===== src/scp_defs.vh =====
// register map, field positions, reset values and mode codes of the
// system clock source and prescaler block.
// assumes a 32-bit register port with word-aligned byte offsets.
`ifndef SCP_DEFS_VH
`define SCP_DEFS_VH

// register byte offsets
`define SCP_SYS_CFG_ADDR   8'h00
`define SCP_PLL_CFG_ADDR   8'h04
`define SCP_STATUS_ADDR    8'h08

// system_config_register fields
`define SCP_SEL_LSB        0
`define SCP_SEL_MSB        1

// pll_config_register fields
`define SCP_DIV_LSB        0
`define SCP_DIV_MSB        9
`define SCP_BYPASS_BIT     16
`define SCP_OSC_SRC_BIT    17

// status register fields
`define SCP_ST_CNT_LSB     0
`define SCP_ST_CNT_MSB     9
`define SCP_ST_LEVEL_BIT   16
`define SCP_ST_PLL_EN_BIT  17
`define SCP_ST_SEL_LSB     24
`define SCP_ST_SEL_MSB     25

// clock_source_select codes
`define SCP_SEL_WAKEUP     2'h0
`define SCP_SEL_RESERVED   2'h1
`define SCP_SEL_PLL        2'h2
`define SCP_SEL_DIRECT     2'h3

// reset values
`define SCP_SEL_RESET      2'h0
`define SCP_BYPASS_RESET   1'h0
`define SCP_OSC_SRC_RESET  1'h0
`define SCP_DIV_RESET      10'h000

// synchroniser depth
`define SCP_SYNC_STAGES    2

`endif


===== src/scp_sync.v =====
// two-stage synchroniser for a group of asynchronous levels.
// assumes each bit is an independent level from outside i_clk's domain.
`timescale 1ns/10ps

module scp_sync #(
   parameter WIDTH = 1
) (
   input  wire             i_clk,
   input  wire             i_reset_n,
   input  wire [WIDTH-1:0] i_async,
   output wire [WIDTH-1:0] o_sync
);

   reg [WIDTH-1:0] stage_a; // first stage, read only by stage_b
   reg [WIDTH-1:0] stage_b; // second stage, safe to use

   // ---------------------------------------------------------------
   // two flip-flops per bit
   // ---------------------------------------------------------------
   always @(posedge i_clk or negedge i_reset_n) begin
      if (!i_reset_n) begin
         stage_a <= {WIDTH{1'b0}};
         stage_b <= {WIDTH{1'b0}};
      end else begin
         stage_a <= i_async;
         stage_b <= stage_a;
      end
   end

   assign o_sync = stage_b;

endmodule


===== src/scp_clock_source.v =====
// system clock source selection and oscillator prescaler.
// assumes all clock sources arrive as pins sampled on i_clk, and that
// software reaches the registers over a plain strobe port.
// assumes every source pin toggles slower than half of i_clk, since the
// block sees each pin only as a level sampled on i_clk.
// o_sys_clk is therefore a sampled picture of the chosen source, three
// i_clk cycles behind the pin in the pass-through modes.
//
// Summary of operation
// - select 11 passes direct clock input through
// - select 10 with bypass uses divided oscillator
// - divide factor is divider setting plus one
// - factor one passes oscillator with its duty
// - largest divide factor is 1024
// - bypass with factor one acts like direct
// - select 10 without bypass uses pll output
// - select 00 uses the wakeup clock source
`timescale 1ns/10ps
`include "scp_defs.vh"

module scp_clock_source #(
   parameter DIV_WIDTH = 10
) (
   input  wire        i_clk,
   input  wire        i_reset_n,
   input  wire [7:0]  i_addr,
   input  wire [31:0] i_wdata,
   input  wire        i_wr,
   input  wire        i_rd,
   output reg  [31:0] o_rdata,
   input  wire        i_direct_clock_input,
   input  wire        i_crystal_input,
   input  wire        i_internal_clk,
   input  wire        i_wakeup_clk,
   input  wire        i_pll_clk,
   output reg         o_sys_clk,
   output reg         o_pll_enable
);

   // ---------------------------------------------------------------
   // declarations
   // ---------------------------------------------------------------
   reg  [1:0]           clock_source_select;    // system clock source
   reg                  vco_bypass;             // 1 selects prescaler path
   reg                  osc_source;             // 0 crystal, 1 internal
   reg  [DIV_WIDTH-1:0] output_divider_setting; // factor minus one
   reg  [DIV_WIDTH-1:0] div_count;              // position in output period
   reg                  div_level;              // divided oscillator level
   reg                  osc_prev;               // previous oscillator sample
   reg                  next_sys_clk;           // selected clock level
   wire [4:0]           pins_sync;              // synchronised clock pins
   wire                 direct_s;               // direct clock input
   wire                 crystal_s;              // crystal input
   wire                 internal_s;             // internal clock source
   wire                 wakeup_s;               // wakeup clock source
   wire                 pll_s;                  // pll output
   wire                 osc_s;                  // chosen oscillator
   wire                 osc_rise;               // oscillator rising edge
   wire                 div_wrap;               // last input period reached
   wire [DIV_WIDTH-1:0] next_count;             // counter after this edge
   wire [DIV_WIDTH:0]   half_period;            // high-phase length in edges
   wire                 prescale_mode;          // prescaler path active
   wire                 next_pll_enable;        // pll wanted

   // ---------------------------------------------------------------
   // pin synchronisers
   // ---------------------------------------------------------------
   scp_sync #(
      .WIDTH (5)
   ) u_sync (
      .i_clk     (i_clk),
      .i_reset_n (i_reset_n),
      .i_async   ({i_pll_clk, i_wakeup_clk, i_internal_clk,
                   i_crystal_input, i_direct_clock_input}),
      .o_sync    (pins_sync)
   );

   assign direct_s   = pins_sync[0];
   assign crystal_s  = pins_sync[1];
   assign internal_s = pins_sync[2];
   assign wakeup_s   = pins_sync[3];
   assign pll_s      = pins_sync[4];

   // oscillator feeding the prescaler
   assign osc_s = osc_source ? internal_s : crystal_s;

   // ---------------------------------------------------------------
   // register writes
   // ---------------------------------------------------------------
   always @(posedge i_clk or negedge i_reset_n) begin
      if (!i_reset_n) begin
         clock_source_select    <= `SCP_SEL_RESET;
         vco_bypass             <= `SCP_BYPASS_RESET;
         osc_source             <= `SCP_OSC_SRC_RESET;
         output_divider_setting <= `SCP_DIV_RESET;
      end else if (i_wr) begin
         case (i_addr)
            `SCP_SYS_CFG_ADDR: begin
               clock_source_select <= i_wdata[`SCP_SEL_MSB:`SCP_SEL_LSB];
            end
            `SCP_PLL_CFG_ADDR: begin
               // full ten-bit field reaches factors 1 through 1024
               output_divider_setting <= i_wdata[`SCP_DIV_MSB:`SCP_DIV_LSB];
               vco_bypass             <= i_wdata[`SCP_BYPASS_BIT];
               osc_source             <= i_wdata[`SCP_OSC_SRC_BIT];
            end
            default: begin
               // unmapped or read-only offsets ignore writes
            end
         endcase
      end
   end

   // ---------------------------------------------------------------
   // register reads, data one cycle after the strobe
   // ---------------------------------------------------------------
   always @(posedge i_clk or negedge i_reset_n) begin
      if (!i_reset_n) begin
         o_rdata <= 32'h00000000;
      end else if (i_rd) begin
         o_rdata <= 32'h00000000;
         case (i_addr)
            `SCP_SYS_CFG_ADDR: begin
               o_rdata[`SCP_SEL_MSB:`SCP_SEL_LSB] <= clock_source_select;
            end
            `SCP_PLL_CFG_ADDR: begin
               o_rdata[`SCP_DIV_MSB:`SCP_DIV_LSB] <= output_divider_setting;
               o_rdata[`SCP_BYPASS_BIT]           <= vco_bypass;
               o_rdata[`SCP_OSC_SRC_BIT]          <= osc_source;
            end
            `SCP_STATUS_ADDR: begin
               o_rdata[`SCP_ST_CNT_MSB:`SCP_ST_CNT_LSB] <= div_count;
               o_rdata[`SCP_ST_LEVEL_BIT]               <= div_level;
               o_rdata[`SCP_ST_PLL_EN_BIT]              <= o_pll_enable;
               o_rdata[`SCP_ST_SEL_MSB:`SCP_ST_SEL_LSB] <= clock_source_select;
            end
            default: begin
               // unmapped offsets read as zero
            end
         endcase
      end else begin
         o_rdata <= 32'h00000000;
      end
   end

   // ---------------------------------------------------------------
   // prescaler: counts oscillator rising edges over factor periods
   // ---------------------------------------------------------------
   // the counter keeps running across a setting change, so the first
   // divided period after a new setting may be short or long; software
   // should let one full period pass before relying on the new rate.
   assign osc_rise    = osc_s & ~osc_prev;
   // wrap at setting, or at once if setting shrank below the count
   assign div_wrap    = (div_count >= output_divider_setting);
   assign next_count  = div_wrap ? {DIV_WIDTH{1'b0}} : div_count + 1'b1;
   // high for the first ceil(factor/2) input periods
   assign half_period = ({1'b0, output_divider_setting} + 2'd2) >> 1;

   always @(posedge i_clk or negedge i_reset_n) begin
      if (!i_reset_n) begin
         osc_prev  <= 1'b0;
         div_count <= {DIV_WIDTH{1'b0}};
         div_level <= 1'b0;
      end else begin
         osc_prev <= osc_s;
         if (osc_rise) begin
            div_count <= next_count;
            div_level <= ({1'b0, next_count} < half_period);
         end
      end
   end

   // ---------------------------------------------------------------
   // source selection
   // ---------------------------------------------------------------
   // switching sources is not glitch-free: the new level shows at once,
   // which may cut a high or low phase of the old source short.
   assign prescale_mode   = (clock_source_select == `SCP_SEL_PLL) & vco_bypass;
   assign next_pll_enable = (clock_source_select == `SCP_SEL_PLL) & ~vco_bypass;

   always @* begin
      case (clock_source_select)
         `SCP_SEL_DIRECT: begin
            next_sys_clk = direct_s;
         end
         `SCP_SEL_PLL: begin
            if (prescale_mode) begin
               if (output_divider_setting == {DIV_WIDTH{1'b0}}) begin
                  // factor one: oscillator passes with its own duty
                  next_sys_clk = osc_s;
               end else begin
                  next_sys_clk = div_level;
               end
            end else begin
               next_sys_clk = pll_s;
            end
         end
         `SCP_SEL_WAKEUP: begin
            next_sys_clk = wakeup_s;
         end
         default: begin
            // reserved code holds the clock low
            next_sys_clk = 1'b0;
         end
      endcase
   end

   // ---------------------------------------------------------------
   // registered outputs
   // ---------------------------------------------------------------
   always @(posedge i_clk or negedge i_reset_n) begin
      if (!i_reset_n) begin
         o_sys_clk    <= 1'b0;
         o_pll_enable <= 1'b0;
      end else begin
         o_sys_clk    <= next_sys_clk;
         o_pll_enable <= next_pll_enable;
      end
   end

endmodule


===== config.mk =====
export PLATFORM = sky130hd
export DESIGN_NAME = scp_clock_source
export DESIGN_NICKNAME = d
export VERILOG_FILES = /design/src/scp_sync.v /design/src/scp_clock_source.v
export VERILOG_INCLUDE_DIRS = /design/src /design/src/src
export SDC_FILE = /design/constraint.sdc
export NUM_CORES = 1
export LEC_CHECK = 0
export ABC_AREA = 0
export BUFFER_PORTS_ARGS = -buffer_cell sky130_fd_sc_hd__buf_2
export CORE_UTILIZATION = 48
export CTS_CLUSTER_SIZE = 28
export DETAILED_ROUTE_END_ITERATION = 8
export PLACE_DENSITY = 0.81
export SYNTH_ARGS = -nofsm -noshare
export SYNTH_HDL_FRONTEND = slang
export SYNTH_SLANG_ARGS = --single-unit

===== constraint.sdc =====
create_clock -name i_clk -period 3.1 [get_ports i_clk]
set_clock_uncertainty 0.05 [all_clocks]
set_input_delay 0.31 -clock i_clk [delete_from_list [all_inputs] [get_ports i_clk]]
set_output_delay 0.31 -clock i_clk [all_outputs]
set_load 0.03 [all_outputs]

==> results summary <==
The portion of synthesized cell area occupied by the leading cell type came out at 43.14%. The smallest hold slack came out at 0.05114 ns. The class of the most critical setup path is register to register. The violation count after the first detailed-routing iteration is 195. The count of nets after finishing is 425. The total half-perimeter wirelength after legalization and detailed placement is 5043 um. The per-instance average area after synthesis came out at 10.40 um2. The initial antenna violation count is 0. STA classifies the critical path endpoint as a register. The number of buffer and inverter stages on the critical path came out at 2. The fraction of the yosys area taken by sequential cells came out at 43.14%. The reported net switching power is 0.0006106 W.

The core area came out at 0.005991 mm2. The overall die area is 0.006606 mm2. The relative slew slack came out at 25.27%. Row generation in the floorplan step produced 28 rows. The CTS H-tree depth came out at 2. The signal arrival time at the worst endpoint came out at 3.13 ns. In this run the power density over the cells is 499.7 mW/mm2. The stage delay of the slowest cell on the critical path came out at 0.36 ns. The routed length per instance came out at 15.49 um. For this run, the leading register cell type out of synthesis is sky130_fd_sc_hd__dfrtp_1.

The portion of the clock cycle consumed by the worst path in the final layout is 95.24%. In this run the remaining antenna-violating nets after routing total 0. The switching power share of the total came out at 34.98%.

The sequential share of power is 43.1%. The clock root buffer master is sky130_fd_sc_hd__clkbuf_8. The maximum vdd drop came out at 0.2780 mV. After clock tree synthesis, the clock-pin slew on the worst setup and hold paths is 0.10 ns. The first global-routing pass estimated 10730 um of wire.

The total wire length after detailed routing is 6675 um. The antenna diode instance count came out at 0. The area growth from synthesis to final layout came out at 15.80%. The flow ran to the end, and the final reports show no timing, DRC or antenna violations. The post-synthesis sequential element count came out at 52. In this run the static leakage power is 1.727 nW. The post-route minimum period came out at 2.952 ns. The commonest non-fill, non-tap cell in the layout is sky130_fd_sc_hd__dfrtp_1.

Adding up every negative setup slack in the final design gives 0 ns. After synthesis the cells add up to 0.003017 mm2. The number of flops mapped to enable cells by yosys is 0. The maximum number of pins on one net before global-route repair is 53. The synthesized netlist contains 52 unique library cells. The filler cells instantiated in the layout total 523.

Combinational logic is responsible for 34.2% of the overall power. The warning count from the yosys run came out at 0. The number of buffers created by CTS came out at 5.

The final setup violation count is 0. The required time of the worst setup path is 3.27 ns. The cell count after synthesis is 290. The number of iterations in the first detailed-routing pass is 4. The library cells used most frequently in the layout, excluding fill and tap cells, are sky130_fd_sc_hd__dfrtp_1 (52), sky130_fd_sc_hd__buf_2 (44), sky130_fd_sc_hd__buf_4 (24). The fmax is 0.3387 GHz. The hold violation total from the final report is 0. After synthesis, the share of flip-flops with an asynchronous set or reset is 100.0%.

Traced cell by cell, the critical path runs through inv_1 -> ha_1 -> a211o_1 -> a21oi_2 -> o21ai_2 -> a21oi_2 -> buf_4 -> o21a_1 -> ha_1 -> and4_1 -> a221oi_2 -> o211ai_1 -> a22oi_1. In the routed layout, each cell is associated on average with a via count of 5.515. For this configuration, the core starts out at a cell density of 50.36%. The slowest library cell on the worst path is sky130_fd_sc_hd__dfrtp_1. The count of final max-slew check failures was 0. Grouping stages by cell kind, the critical path spends the most delay in compound AO/OA/AOI/OAI gates.

The final core utilization came out at 58.31%. The maximum buffer depth of the clock tree came out at 2. The fraction of layout instances using a drive strength above 1 is 28.37%. The cell area after layout is 0.003493 mm2. The die is 81.28 um tall. Max-cap violations in this run came to 0. At the later pin of the worst-skew pair, clock insertion delay measures 0.31 ns. The cell area after placement is 0.003392 mm2. The clock network is responsible for 22.6% of the overall power. By area the synthesized netlist is led by sky130_fd_sc_hd__dfrtp_1 (43%), sky130_fd_sc_hd__ha_1 (8.7%), sky130_fd_sc_hd__buf_4 (4.5%). In this run the worst hold path is classified as primary input to register. Buffers placed on the I/O ports in this run total 44.

The internal power of the cells came out at 0.001135 W. The number of global-route vias before repair is 2247. The library cell with the largest summed area after synthesis is sky130_fd_sc_hd__dfrtp_1.

The nature of the critical path startpoint is a register. In this run the worst path has a maximum fanout of 8. The remaining routing DRC violations is 0. The chip width is 81.28 um. The number of primary I/O pins is 83. At the pin with the least slew margin, the transition time is 1.121 ns. The congestion estimate from routability-driven global placement came to 0.9044. In the global route stage, overall resource usage came out at 22.01%. The number of sinks handled by clock tree synthesis is 52. TritonCTS built the clock tree. The total via count after detailed routing is 2377. The total overflow left after global routing is 0.

In this run the post-CTS setup repair buffer count came out at 0.
## cell usage after synthesis (3+ instances only)
master                     number
sky130_fd_sc_hd__a21oi_1       13
sky130_fd_sc_hd__a221o_1        6
sky130_fd_sc_hd__a22o_1        10
sky130_fd_sc_hd__a31oi_1        3
sky130_fd_sc_hd__and2_1         5
sky130_fd_sc_hd__buf_4         18
sky130_fd_sc_hd__clkbuf_1       5
sky130_fd_sc_hd__dfrtp_1       52
sky130_fd_sc_hd__ha_1          21
sky130_fd_sc_hd__inv_1         14
sky130_fd_sc_hd__mux2_2        10
sky130_fd_sc_hd__mux2_4         4
sky130_fd_sc_hd__mux2i_1        5
sky130_fd_sc_hd__nand2_1       19
sky130_fd_sc_hd__nand2b_1       4
sky130_fd_sc_hd__nand3_1        9
sky130_fd_sc_hd__nand4_1        3
sky130_fd_sc_hd__nor2_1        18
sky130_fd_sc_hd__nor2b_1        4
sky130_fd_sc_hd__nor3_1         7
sky130_fd_sc_hd__o211ai_1       3
sky130_fd_sc_hd__o21a_1         5
sky130_fd_sc_hd__o21ai_0        6
sky130_fd_sc_hd__or4_1          3
sky130_fd_sc_hd__xnor2_1        9
## metal layers
| metal | global-route usage (%) | part of all wire [%] | vias to the layer above |
|---|---|---|---|
| met5 | 0 | 0 | - |
| met4 | 7.679 | 2.2 | 0 |
| met3 | 5.169 | 6.1 | 14 |
| met2 | 36.25 | 49 | 87 |
| met1 | 28.08 | 42 | 1145 |
| li1 | - | - | 1131 |
## cell families after synthesis
| group | synth area share [%] |
|---|---|
| AND/OR/NAND/NOR | 15.72 |
| AO/OA/AOI/OAI | 13.81 |
| flip-flops | 43.14 |
| buffers and inverters | 7.922 |
| adder cells (fa/ha/maj) | 8.710 |
| multiplexers | 7.383 |
| XOR/XNOR | 3.194 |
| other | 0.1243 |
## cell type report
type                            count  area (um2)  share of cell area, %
Clock inverter                      3       22.52                 0.6447
Multi-Input combinational cell    214        1554                  44.48
Inverter                           14       52.55                  1.504
Sequential cell                    52        1301                  37.25
Tap cell                           75       93.84                  2.686
Timing Repair Buffer               68       400.4                  11.46
Clock buffer                        5       68.82                  1.970
## flip-flops by register name (all words and copies together) (netlist names)
| register | count |
|---|---|
| output_divider_setting | 10 |
| o_rdata | 14 |
| osc_source | 1 |
| div_level | 1 |
| div_count | 10 |
| o_pll_enable | 1 |
| o_sys_clk | 1 |
| osc_prev | 1 |
| u_sync.stage_a | 5 |
| u_sync.o_sync | 5 |
| vco_bypass | 1 |
| clock_source_select | 2 |
## power by group through the flow
stage               combinational (W)  sequential, W  clock (W)
detailed placement           0.000572       0.000766          0
floorplan                    0.000339       0.000771          0
global route                 0.000652       0.000756   0.000439
finish                       0.000597       0.000753   0.000395
global placement             0.000557       0.000763          0
CTS                          0.000577       0.000752   0.000404
## metrics by stage
stage	std cells	setup WS, ns	power [W]
after CTS	431	0.1042	0.001733
after floorplan	307	0.01271	0.001110
after detailed placement	423	0.1349	0.001338
final	431	0.1477	0.001746
after global routing	431	-0.02251	0.001848
after global placement	423	0.1758	0.001321
## timing repair
| item | 4_1_cts | 5_1_grt |
|---|---|---|
| hold buffers | 0 | 0 |
| hold endpoints to repair | 0 | 0 |
| resized for setup | 0 | 3 |
| setup endpoints to repair | 0 | 1 |
## path summary, 6_finish.rpt
path,from,endpoint,slack [ns],depth (start not counted)
worst max-delay path,output_divider_setting[3],div_level,0.15,13
worst min-delay path,i_wakeup_clk,u_sync.stage_a[3],0.05,1
worst max register to register,output_divider_setting[3],div_level,0.15,13
worst min register to register,u_sync.stage_a[1],u_sync.o_sync[1],0.31,0
max in group asynchronous,i_reset_n,div_count[9],2.16,1
min in group asynchronous,i_reset_n,u_sync.stage_a[3],0.16,1
No activity file was read; power rests on OpenSTA's default activity.
